## src/include/cas_pkg.sv

```systemverilog
// constants and carrier types for the counter array status and module mode block
//
// Operation
// - second counter rollover sets status bit 7; interrupts only if its enable set
// - first counter rollover sets status bit 3; interrupts only if its enable set
// - overflow flags set by hardware or software write, cleared only by software
// - module flags 0-2 at bits 0-2, 3-5 at bits 4-6; event sets, software clears
// - all eight sources ORed into one interrupt request to the core
// - mode bit 7 gates the module flag onto the interrupt request
// - mode bit 6 enables the comparator, needed by PWM, toggle and timer
// - mode bit 5 captures the counter on each rising pin edge
// - mode bit 4 captures on falling edges; both bits capture every transition
// - mode bit 3 lets a comparator match set the module flag
// - mode bit 2 inverts the module pin on every comparator match while the PWM field is 00
// - PWM field 01 gives 8-bit fixed-frequency PWM on the module pin
// - PWM field 10 gives 8-bit programmable-frequency PWM on the module pin
// - PWM field 11 gives 10- or 16-bit PWM chosen by width select bit
// - mode value zero, the reset value, means no capture, compare or PWM
// - counter control bit 5 gates that counter overflow flag onto the interrupt
// - counter control bit 2 selects 16-bit (0) or 10-bit (1) PWM
package cas_pkg;

  // ------------------------------------------------------------
  // sizes
  // ------------------------------------------------------------
  localparam int NUM_MODULES    = 6;
  localparam int MODS_PER_CNT   = 3;

  // ------------------------------------------------------------
  // register addresses on the special function register bus
  // ------------------------------------------------------------
  localparam logic [7:0] ADDR_CTL0      = 8'hA4;
  localparam logic [7:0] ADDR_STATUS    = 8'hA5;
  localparam logic [7:0] ADDR_CTL1      = 8'hBC;
  localparam logic [7:0] ADDR_MODE_BASE = 8'hD0;  // modes 0..5 at D0..D5
  localparam logic [7:0] ADDR_CCL_BASE  = 8'hE0;  // capture/compare low 0..5
  localparam logic [7:0] ADDR_CCH_BASE  = 8'hE8;  // capture/compare high 0..5

  // ------------------------------------------------------------
  // field positions and reset values
  // ------------------------------------------------------------
  localparam int STAT_SECOND_COUNTER_OVERFLOW_FLAG_BIT   = 7;
  localparam int STAT_FIRST_COUNTER_OVERFLOW_FLAG_BIT   = 3;
  localparam int STAT_LOW_GROUP  = 0;  // modules 0..2 at bits 0..2
  localparam int STAT_HIGH_GROUP = 4;  // modules 3..5 at bits 4..6
  localparam logic [7:0]  STATUS_RESET = 8'h00;
  localparam logic [7:0]  MODE_RESET   = 8'h00;
  localparam logic [7:0]  CTL_RESET    = 8'h00;
  localparam logic [15:0] CC_RESET     = 16'h0000;
  localparam logic [7:0]  CTL0_MASK    = 8'hF7;  // bit 3 reserved
  localparam logic [7:0]  CTL1_MASK    = 8'h77;  // bits 7 and 3 reserved
  localparam logic [1:0]  PWM_OFF      = 2'h0;
  localparam logic [1:0]  PWM_8_FIXED  = 2'h1;
  localparam logic [1:0]  PWM_8_PROG   = 2'h2;
  localparam logic [1:0]  PWM_WIDE     = 2'h3;

  // ------------------------------------------------------------
  // carrier types
  // ------------------------------------------------------------
  typedef struct packed {
    logic       irq_en;       // bit 7 module_irq_enable
    logic       comp_en;      // bit 6 comparator enable
    logic       cap_rise;     // bit 5 capture_rising_enable
    logic       cap_fall;     // bit 4 capture_falling_enable
    logic       match_en;     // bit 3 match sets flag
    logic       toggle_en;    // bit 2 toggle pin on match
    logic [1:0] pwm;          // bits 1..0 pwm mode
  } cas_mode_t;

  typedef struct packed {
    logic       run_all;      // bit 7 start both counters
    logic       run;          // bit 6 counter run
    logic       ovf_irq_en;   // bit 5 overflow_irq_enable
    logic       idle_stop;    // bit 4 stop in idle
    logic       rsvd;         // bit 3
    logic       pwm_width;    // bit 2 pwm_width_select, 1 = 10-bit
    logic [1:0] clk_sel;      // bits 1..0 counter clock source
  } cas_ctl_t;

  typedef struct packed {
    logic       wr;           // write strobe
    logic       rd;           // read strobe
    logic [7:0] addr;         // register address
    logic [7:0] wdata;        // write data
  } cas_sfr_req_t;

  typedef struct packed {
    logic        ovf;         // one-cycle rollover pulse
    logic [15:0] value;       // current counter value
  } cas_cnt_t;

endpackage

```

## src/design/cas_status_mode.sv

```systemverilog
// status flags, module modes and pin behaviour of the two-counter array
`timescale 1ns/1ns
module cas_status_mode
  import cas_pkg::*;
(
  input  wire logic                     core_clk,   // system clock, 250 MHz
  input  wire logic                     rst_b,      // async reset, active low
  input  wire cas_sfr_req_t             sfr_req,    // register bus request
  output logic [7:0]                    sfr_rdata,  // registered read data
  input  wire cas_cnt_t                 cnt0,       // first counter value and rollover
  input  wire cas_cnt_t                 cnt1,       // second counter value and rollover
  output cas_ctl_t                      ctl0,       // first_counter_control to counter
  output cas_ctl_t                      ctl1,       // second_counter_control to counter
  output logic                          irq_req,    // combined interrupt, active high
  input  wire logic [NUM_MODULES-1:0]   pin_in,     // module_external_pin level in
  output logic [NUM_MODULES-1:0]        pin_out,    // module_external_pin drive value
  output logic [NUM_MODULES-1:0]        pin_oe_b    // low while the pin is driven
);

  // ------------------------------------------------------------
  // register storage
  // ------------------------------------------------------------
  logic [7:0]              status;
  logic [7:0]              next_status;
  cas_mode_t               mode     [NUM_MODULES];
  logic [15:0]             cc       [NUM_MODULES];
  logic [NUM_MODULES-1:0]  mod_evt;          // one-cycle event per module
  logic [NUM_MODULES-1:0]  mod_irq;          // gated module flags
  logic [7:0]              next_rdata;

  // ------------------------------------------------------------
  // counter control registers
  // ------------------------------------------------------------
  // reserved bits are masked so they always read as zero
  always_ff @(posedge core_clk or negedge rst_b) begin
    if (!rst_b) begin
      ctl0 <= cas_ctl_t'(CTL_RESET);
      ctl1 <= cas_ctl_t'(CTL_RESET);
    end else if (sfr_req.wr) begin
      if (sfr_req.addr == ADDR_CTL0) begin
        ctl0 <= cas_ctl_t'(sfr_req.wdata & CTL0_MASK);
      end
      if (sfr_req.addr == ADDR_CTL1) begin
        ctl1 <= cas_ctl_t'(sfr_req.wdata & CTL1_MASK);
      end
    end
  end

  // ------------------------------------------------------------
  // status flags
  // ------------------------------------------------------------
  // software write lands first, hardware sets are ORed on top so a
  // rollover or event in the clearing cycle is never lost
  always_comb begin
    next_status = status;
    if (sfr_req.wr && sfr_req.addr == ADDR_STATUS) begin
      next_status = sfr_req.wdata;
    end
    if (cnt1.ovf) begin
      next_status[STAT_SECOND_COUNTER_OVERFLOW_FLAG_BIT] = 1'b1;
    end
    if (cnt0.ovf) begin
      next_status[STAT_FIRST_COUNTER_OVERFLOW_FLAG_BIT] = 1'b1;
    end
    for (int i = 0; i < MODS_PER_CNT; i++) begin
      if (mod_evt[i]) begin
        next_status[STAT_LOW_GROUP + i] = 1'b1;
      end
      if (mod_evt[MODS_PER_CNT + i]) begin
        next_status[STAT_HIGH_GROUP + i] = 1'b1;
      end
    end
  end

  // status register itself; only the path above ever clears a bit
  always_ff @(posedge core_clk or negedge rst_b) begin
    if (!rst_b) begin
      status <= STATUS_RESET;
    end else begin
      status <= next_status;
    end
  end

  // ------------------------------------------------------------
  // combined interrupt request
  // ------------------------------------------------------------
  // registered, so the request follows a flag by one clock
  always_ff @(posedge core_clk or negedge rst_b) begin
    if (!rst_b) begin
      irq_req <= 1'b0;
    end else begin
      irq_req <= (status[STAT_SECOND_COUNTER_OVERFLOW_FLAG_BIT] & ctl1.ovf_irq_en)
               | (status[STAT_FIRST_COUNTER_OVERFLOW_FLAG_BIT] & ctl0.ovf_irq_en)
               | (|mod_irq);
    end
  end

  // ------------------------------------------------------------
  // timer/compare modules
  // ------------------------------------------------------------
  // one copy per module; the three low modules share the first counter
  // and its control byte, the three high modules the second, so a width
  // select change moves every field-11 pwm output of that counter together
  for (genvar n = 0; n < NUM_MODULES; n++) begin : g_mod
    localparam logic [7:0] A_MODE = ADDR_MODE_BASE + 8'(n);
    localparam logic [7:0] A_CCL  = ADDR_CCL_BASE + 8'(n);
    localparam logic [7:0] A_CCH  = ADDR_CCH_BASE + 8'(n);
    localparam int         FBIT   = (n < MODS_PER_CNT) ? STAT_LOW_GROUP + n
                                                       : STAT_HIGH_GROUP + n - MODS_PER_CNT;

    logic [15:0] cnt_val;
    logic        wide10;
    logic        pin_q;
    logic        eq;
    logic        eq_q;
    logic        match;
    logic        capture;
    logic        pwm_high;

    // modules 0..2 follow the first counter, 3..5 the second
    assign cnt_val = (n < MODS_PER_CNT) ? cnt0.value : cnt1.value;
    assign wide10  = (n < MODS_PER_CNT) ? ctl0.pwm_width : ctl1.pwm_width;

    // mode register; zero after reset is the idle no-operation setting
    always_ff @(posedge core_clk or negedge rst_b) begin
      if (!rst_b) begin
        mode[n] <= cas_mode_t'(MODE_RESET);
      end else if (sfr_req.wr && sfr_req.addr == A_MODE) begin
        mode[n] <= cas_mode_t'(sfr_req.wdata);
      end
    end

    // previous pin level for edge detection; pins are synchronous already
    always_ff @(posedge core_clk or negedge rst_b) begin
      if (!rst_b) begin
        pin_q <= 1'b0;
        eq_q  <= 1'b0;
      end else begin
        pin_q <= pin_in[n];
        eq_q  <= eq;
      end
    end

    // capture on the enabled edge(s)
    assign capture = (mode[n].cap_rise & pin_in[n] & ~pin_q)
                   | (mode[n].cap_fall & ~pin_in[n] & pin_q);

    // comparator fires once per arrival at the compare value, since the
    // counter may rest on one value for many system clocks
    assign eq    = mode[n].comp_en && (cnt_val == cc[n]);
    assign match = eq & ~eq_q;

    // flag event: capture, or a match with the match bit set
    assign mod_evt[n] = capture | (match & mode[n].match_en);
    assign mod_irq[n] = status[FBIT] & mode[n].irq_en;

    // capture/compare pair; a capture overrides a same-cycle bus write
    always_ff @(posedge core_clk or negedge rst_b) begin
      if (!rst_b) begin
        cc[n] <= CC_RESET;
      end else if (capture) begin
        cc[n] <= cnt_val;
      end else if (sfr_req.wr && sfr_req.addr == A_CCL) begin
        cc[n][7:0] <= sfr_req.wdata;
      end else if (sfr_req.wr && sfr_req.addr == A_CCH) begin
        cc[n][15:8] <= sfr_req.wdata;
      end
    end

    // pwm level: high once the counter reaches the compare value;
    // the programmable frequency comes from the counter's own period
    always_comb begin
      case (mode[n].pwm)
        PWM_8_FIXED: pwm_high = cnt_val[7:0] >= cc[n][7:0];
        PWM_8_PROG:  pwm_high = cnt_val[7:0] >= cc[n][7:0];
        PWM_WIDE: begin
          if (wide10) begin
            pwm_high = cnt_val[9:0] >= cc[n][9:0];
          end else begin
            pwm_high = cnt_val >= cc[n];
          end
        end
        default:     pwm_high = 1'b0;
      endcase
    end

    // pin drive: pwm output, toggle on match, or released
    always_ff @(posedge core_clk or negedge rst_b) begin
      if (!rst_b) begin
        pin_out[n]  <= 1'b0;
        pin_oe_b[n] <= 1'b1;
      end else begin
        if (mode[n].pwm != PWM_OFF) begin
          // comparator off gives 0% duty
          pin_out[n]  <= pwm_high & mode[n].comp_en;
          pin_oe_b[n] <= 1'b0;
        end else if (mode[n].toggle_en && mode[n].comp_en) begin
          pin_oe_b[n] <= 1'b0;
          if (match) begin
            pin_out[n] <= ~pin_out[n];
          end
        end else begin
          pin_oe_b[n] <= 1'b1;
        end
      end
    end
  end

  // ------------------------------------------------------------
  // read data
  // ------------------------------------------------------------
  // unmapped addresses read zero; reads have no side effect
  always_comb begin
    next_rdata = 8'h00;
    case (sfr_req.addr)
      ADDR_STATUS: next_rdata = status;
      ADDR_CTL0:   next_rdata = ctl0;
      ADDR_CTL1:   next_rdata = ctl1;
      default: begin
        for (int i = 0; i < NUM_MODULES; i++) begin
          if (sfr_req.addr == ADDR_MODE_BASE + 8'(i)) begin
            next_rdata = mode[i];
          end
          if (sfr_req.addr == ADDR_CCL_BASE + 8'(i)) begin
            next_rdata = cc[i][7:0];
          end
          if (sfr_req.addr == ADDR_CCH_BASE + 8'(i)) begin
            next_rdata = cc[i][15:8];
          end
        end
      end
    endcase
  end

  // registered so the bus sees a clean output one clock after the address
  always_ff @(posedge core_clk or negedge rst_b) begin
    if (!rst_b) begin
      sfr_rdata <= 8'h00;
    end else begin
      sfr_rdata <= next_rdata;
    end
  end

endmodule

```

## config.mk

```make
export PLATFORM = sky130hd
export DESIGN_NAME = cas_status_mode
export DESIGN_NICKNAME = d
export VERILOG_FILES = /design/src/include/cas_pkg.sv /design/src/design/cas_status_mode.sv
export SDC_FILE = /design/constraint.sdc
export NUM_CORES = 1
export LEC_CHECK = 0
export ABC_AREA = 1
export BUFFER_PORTS_ARGS = -buffer_cell sky130_fd_sc_hd__buf_2
export CAP_MARGIN = 15
export CORE_UTILIZATION = 45
export CTS_CLUSTER_SIZE = 30
export DETAILED_ROUTE_END_ITERATION = 8
export PLACE_DENSITY = 0.67
export SETUP_SLACK_MARGIN = 0.3
export SYNTH_ARGS = -nofsm -noshare
export SYNTH_HDL_FRONTEND = slang
export SYNTH_SLANG_ARGS = --single-unit
```

## constraint.sdc

```tcl
create_clock -name core_clk -period 1.6 [get_ports core_clk]
set_input_delay 0.08 -clock core_clk [delete_from_list [all_inputs] [get_ports core_clk]]
set_output_delay 0.08 -clock core_clk [all_outputs]
set_load 0.1 [all_outputs]
```

Word-level counts from Yosys, hierarchy flattened

Index checks and enable logic that the tools add are counted.

Bitwise logic cells: 88
Equal/unequal tests: 51
$add $sub $neg: 0
$mul: 0
Shift-type cells: 0
Divide/modulo/power cells: 0
$lt $le $gt $ge: 18
Multiplexer cells: 94
Reduce and logical (&&, ||, !) cells: 90

Operators by type and width:

| cell                                                | number |
|---|---|
| 2-to-1 mux 8 bit                                    | 37 |
| equality test 8 bit, second input constant          | 21 |
| equality test 16 bit                                | 6 |
| >= comparator 16 bit                                | 6 |
| 2-to-1 mux 16 bit                                   | 6 |
| nonzero test 2 bit                                  | 38 |
| >= comparator 10 bit                                | 6 |
| AND 1 bit                                           | 50 |
| >= comparator 8 bit                                 | 6 |
| 2-to-1 mux 1 bit                                    | 44 |
| logical AND 1 bit                                   | 31 |
| AND reduction 2 bit                                 | 14 |
| equality test 2 bit, second input constant          | 12 |
| NOT 1 bit                                           | 24 |
| one-hot mux 8 bit (3 select lines)                  | 1 |
| OR 1 bit                                            | 14 |
| equality test 2 x 1 -> 1 bit, second input constant | 6 |
| inequality test 2 bit, second input constant        | 6 |
| one-hot mux 1 bit (2 select lines)                  | 6 |
| OR reduction 2 bit                                  | 6 |
| OR reduction 6 bit                                  | 1 |

Bits in read-only memories: 0
Output and inout bits: 37
Input port bits: 60
Bits in latches: 0
Memories: 0
Memory bits (writable): 0
Register bits: 198

Longest topological paths before layout

Depth in word-level cells: 20
Mapped depth: 16
Gate-level depth less buffers: 16

Least setup slack after synthesis

Ideal clock, no wire load.

Kind: register to register
Start point: register cc[31] (netlist name)
End point: register pin_out[4]
Path buffers: 0
Period minus slack after synthesis: 1753 ps
Slack: -153 ps
Data arrival time: 1627 ps
Stages on the path, launching flop included: 12
Data required time: 1474 ps
Setup time: 126 ps
Cell sequence: dfrtp_1 > inv_1 > ha_1 > nand2_1 > inv_1 > nand3_1 > nor4_1 > nand2_1 > nor3_1 > nand2_1 > nand3_1 > o21ai_0

Longest elaborated chain between the ends: 5
Elaborated cells between the ends (all ways): 10
Classes of those cells: order compare: 1; eq/ne: 1; mux: 3; bitwise: 2; reduce/logical: 3

Ends and longest elaborated chain:

| what                             | RTL line               | source |
|---|---|---|
| start: declaration               | cas_status_mode.sv:26  | `logic [15:0] cc [NUM_MODULES];` |
| start signal: indexed assignment | cas_status_mode.sv:162 | `cc[n] <= cnt_val;` |
| start signal: indexed assignment | cas_status_mode.sv:164 | `cc[n][7:0] <= sfr_req.wdata;` |
| start signal: indexed assignment | cas_status_mode.sv:166 | `cc[n][15:8] <= sfr_req.wdata;` |
| equality test 16 bit             | cas_status_mode.sv:150 | `assign eq = mode[n].comp_en && (cnt_val == cc[n]);` |
| logical AND 1 bit                | cas_status_mode.sv:150 |  |
| named net g_mod[4].eq            | cas_status_mode.sv:114 | `logic eq;` |
| AND 1 bit                        | cas_status_mode.sv:151 | `assign match = eq & ~eq_q;` |
| nonzero test 2 bit (no line)     | -                      |  |
| AND reduction 2 bit (no line)    | -                      |  |
| end signal: indexed assignment   | cas_status_mode.sv:195 | `pin_out[n] <= pwm_high & mode[n].comp_en;` |
| end signal: indexed assignment   | cas_status_mode.sv:200 | `pin_out[n] <= ~pin_out[n];` |
| end: declaration                 | cas_status_mode.sv:16  | `output logic [NUM_MODULES-1:0] pin_out,` |

The timed path passes the listed nets, and every way through them passes these cells.
A chain may end at the register's enable or synchronous reset.

Final worst setup path

Start point: register cc[17] (netlist name)
End point: register pin_out[4]

Longest elaborated chain between the ends: 5
Elaborated cells between the ends (all ways): 12
Classes of those cells: order compare: 3; eq/ne: 1; mux: 3; bitwise: 2; reduce/logical: 3

Ends and longest elaborated chain:

| what                                                                   | RTL line                                       | source |
|---|---|---|
| >= comparator 16 bit, or another cell as far along                     | cas_status_mode.sv:180                         | `pwm_high = cnt_val >= cc[n];` |
| 2-to-1 mux 1 bit / logical AND 1 bit (equally long branches)           | cas_status_mode.sv:177, cas_status_mode.sv:150 |  |
| one-hot mux 1 bit (2 select lines) / AND 1 bit (equally long branches) | cas_status_mode.sv:173, cas_status_mode.sv:151 |  |
| AND 1 bit / nonzero test 2 bit (equally long branches)                 | -                                              |  |
| 2-to-1 mux 1 bit / AND reduction 2 bit (equally long branches)         | -                                              |  |

Several ways; a longest one is shown, not always the timed one.

==> flow_metrics.py <==
metrics = {
    "yosys": {
        "synth_seq_cells": 198,
        "syn_inst": 1641,
        "ys_types": 48,
        "synthFlopType": "dfrtp_1",
        "syn_area_per_cell_um2": 7.69,
        "syn_area_mm2": 0.0126,
        "async_flop_share_pct": 100,
        "synth_warnings": 0,
        "synth_edf_count": 0,
        "synth-seq-area-share_pct": 39.3,
    },
    "grt": {
        "grt_use_total_pct": 36.1,
        "first_global_vias": 13800,
        "grt_antenna_before_repair": 1,
        "grt_start_max_net_pins": 46,
        "grt_pass1_wl_um": 77900,
        "overflow": 0,
    },
    "die": {
        "start_util_pct": 46.3,
        "pin_count": 97,
        "die_area_mm2": 0.0287,
        "die_w_um": 169,
        "core-area_mm2": 0.0273,
        "rows": 60,
        "die-height_um": 169,
    },
    "detailed_routing": {
        "drc": 0,
        "dr_total_vias": 14700,
        "routed_via_density": 5.84,
        "wirelength_um": 55000,
        "ant_nets": 0,
        "dr.pass1.iters": 6,
        "avgRoutedWirePerCell_um": 21.8,
        "drt_first_iter_violations": 1882,
    },
    "critical_path": {
        "crit_fanout": 2,
        "rr_startpoint": "cc[17]",
        "r2r-end": "pin_out[4]",
        "critPathSlowestCell": "dfrtp_1",
        "cpPeakStageDelay_ns": 0.39,
        "worst_r2r_path_depth": 12,
        "cp_cell_sequence": "inv_1 > ha_1 > inv_1 > nor2_1 > o21ai_0 > a31oi_1 > nor2_1 > o21ai_1 > nand3_1 > a21oi_1 > o21ai_0 > o21ai_1",
        "worst_ep_arrival_time_ns": 2.38,
        "crit_type": "reg2reg",
        "end_kind": "flop",
        "cp-startpoint": "cc[17]",
        "start_kind": "flop",
        "r2r_setup_slack_ns": -0.39,
        "endpoint": "pin_out[4]",
        "critPathRequiredTime_ns": 1.99,
    },
    "sta": {
        "fin_ws_ns": -0.394,
        "tightest_slew_ns": 0.654,
        "worst_clock_skew_ns": 0.0167,
        "hold_ws_ns": 0.0332,
        "finalMaxSlewViolations": 0,
        "post-route-period-util_pct": 125,
        "post-route-min-period_ns": 1.99,
        "hold_viol_final": 0,
        "fin_tns_setup_ns": -3.97,
        "rsz0062_at_grt": "yes",
        "fmax_mhz": 501,
        "setup_viol": 19,
        "max_slew_margin_pct": 56.4,
    },
    "cts": {
        "clk_latency_ns": 0.46,
        "cts_tree": "done",
        "path_clk_slew_ns": 0.08,
        "cts-root-buf": "clkbuf_16",
        "clockBufferDepth": 2,
        "cts_buffers": 17,
        "cts_num_sinks": 198,
        "cts-htree-levels": 4,
    },
    "placement": {
        "portBuffers": 92,
        "gp_congestion": 1.02,
        "place_hpwl_um": 37900,
        "placed_area_mm2": 0.0160,
    },
    "pwr": {
        "irDropWorstVdd_mv": 0.855,
        "leakage_uw": 0.00947,
        "p_per_area_mw_per_mm2": 1150,
    },
    "run_status": {
        "status": "complete, but fails checks",
        "violations": "negative setup slack",
    },
    "layout": {
        "final_util_pct": 73.7,
        "fin_nets": 2304,
        "layout-drive-gt1-share_pct": 46.3,
        "post-route-cell-area_mm2": 0.0201,
        "area_growth_syn_to_layout_pct": 59.2,
        "fillers": 1830,
    },
    "job": {
        "cap_viol_max_count": 0,
    },
    "min_path": {
        "hp-class": "in2reg",
    },
}
==> what timing repair did <==
item,CTS,global route
cloned,3,4
pin swaps,78,139
hold buffers,16,0
setup endpoints to repair,142,164
setup buffers,42,46
resized for setup,261,389
endpoints found under the hold margin,191,0
==> state kept, by name, summed over array words and instances, names as in the netlist <==
name	cells
cc	96
ctl0	6
ctl1	5
g_mod.eq_q	6
g_mod.pin_q	6
g_mod.wide10	2
irq_req	1
mode	48
pin_oe_b	6
pin_out	6
sfr_rdata	8
status	8
==> worst min path at each step <==
stage / startpoint / to / slack (ns) / cells past startpoint
floorplan: rst_b / cc[0] / -0.22 / 0
global placement: rst_b / cc[55] / 0.05 / 1
detailed placement: rst_b / cc[51] / 0.05 / 1
CTS: cnt1[1] / cc[1] / 0.01 / 3
global route: cnt0[4] / cc[68] / 0.03 / 3
finish: cnt1[10] / cc[26] / 0.03 / 3
==> metrics by stage <==
step | instances | setup WS [ns] | total power, uW
4_1_cts | 2471 | -0.293 | 20800
3_3_place_gp | 2378 | -0.355 | 14900
6_report | 2522 | -0.394 | 23100
5_1_grt | 2521 | -0.453 | 24200
3_5_place_dp | 2378 | -0.399 | 15100
2_1_floorplan | 1643 | -0.0614 | 11000
==> layer usage <==
layer	GRT usage (%)	vias to the layer above	part of all wire, %
met2	55.6	989	45
li1	-	6477	-
met5	0	-	0
met3	8.93	231	11
met1	49.2	7044	39
met4	12.6	0	5.1
==> cells by family (layout without fill, tap and decap cells) <==
| logic type | after synthesis | in the layout | share of synthesized area [%] |
|---|---|---|---|
| buffers and inverters | 316 | 822 | 9.87 |
| and+or+nand+nor | 676 | 676 | 23.3 |
| other | 1 | 4 | 0.0297 |
| DFF | 198 | 198 | 39.3 |
| AOI/OAI and AO/OA | 342 | 342 | 16.7 |
| adders and majority gates | 108 | 108 | 10.7 |
==> cell usage in the layout (no fill, tap or decap), types with 8 or more instances in the layout <==
cell type and instances:
nand2_4 26, o21ai_0 80, buf_8 8, buf_4 348
o211ai_1 24, clkinv_4 8, dlygate4sd3_1 16, a21oi_1 52
nor2_4 39, ha_1 58, inv_2 60, inv_1 197
nor2_2 23, buf_12 12, dfrtp_1 179, buf_2 57
nor2_1 65, buf_6 62, nand3_1 27, a22oi_2 25
o21ai_2 20, nand2_1 325, dfrtp_2 13, clkbuf_16 21
nand2_2 60, clkinvlp_4 8, inv_4 8, nand3_2 38
o21ai_1 47, nand4_1 34, o221ai_2 37, ha_4 50
==> power breakdown <==
part | internal [uW] | switching [uW]
Clock | 2200 | 2250
Combinational | 5480 | 6150
Sequential | 6190 | 868
==> worst max-delay path, delay by kind of cell (launching register included) <==
family	cells	cell delay, ns
flops	1	0.39
compound gates	6	0.75
simple gates	3	0.29
buf+inv	2	0.16
fa+ha+maj	1	0.34
==> Yosys cell counts, types with 6 or more instances <==
master | number | area [um^2]
inv_2 | 7 | 26.3
o22ai_1 | 7 | 43.8
o221ai_1 | 40 | 350
a21oi_1 | 58 | 290
o2111ai_1 | 9 | 78.8
o21ai_0 | 141 | 706
clkbuf_1 | 22 | 82.6
nor2_1 | 112 | 420
dfstp_2 | 6 | 158
nand3_1 | 70 | 350
a31oi_1 | 6 | 37.5
buf_4 | 7 | 52.6
a22oi_1 | 32 | 240
o211ai_1 | 24 | 180
inv_1 | 265 | 995
nand2_1 | 406 | 1520
nand2_2 | 6 | 37.5
dfrtp_1 | 192 | 4800
nor2_2 | 6 | 37.5
o21ai_1 | 6 | 30.0
nor2_4 | 9 | 101
nor3_1 | 9 | 45.0
nand4_1 | 34 | 213
ha_1 | 108 | 1350
a21o_1 | 7 | 52.6
==> cell type report <==
type | count | area, um^2 | share of cell area [%]
repair inverters | 1 | 6.26 | 0.0311
clock buffers | 18 | 429 | 2.14
clock inverters | 14 | 146 | 0.729
repair buffers | 512 | 4280 | 21.3
flip-flops and latches | 198 | 4980 | 24.8
diodes | 1 | 2.50 | 0.0125
well taps | 372 | 465 | 2.32
inverters | 277 | 1130 | 5.61
multi-input cells | 1129 | 8650 | 43.1
(Power assumes the default switching activity.)
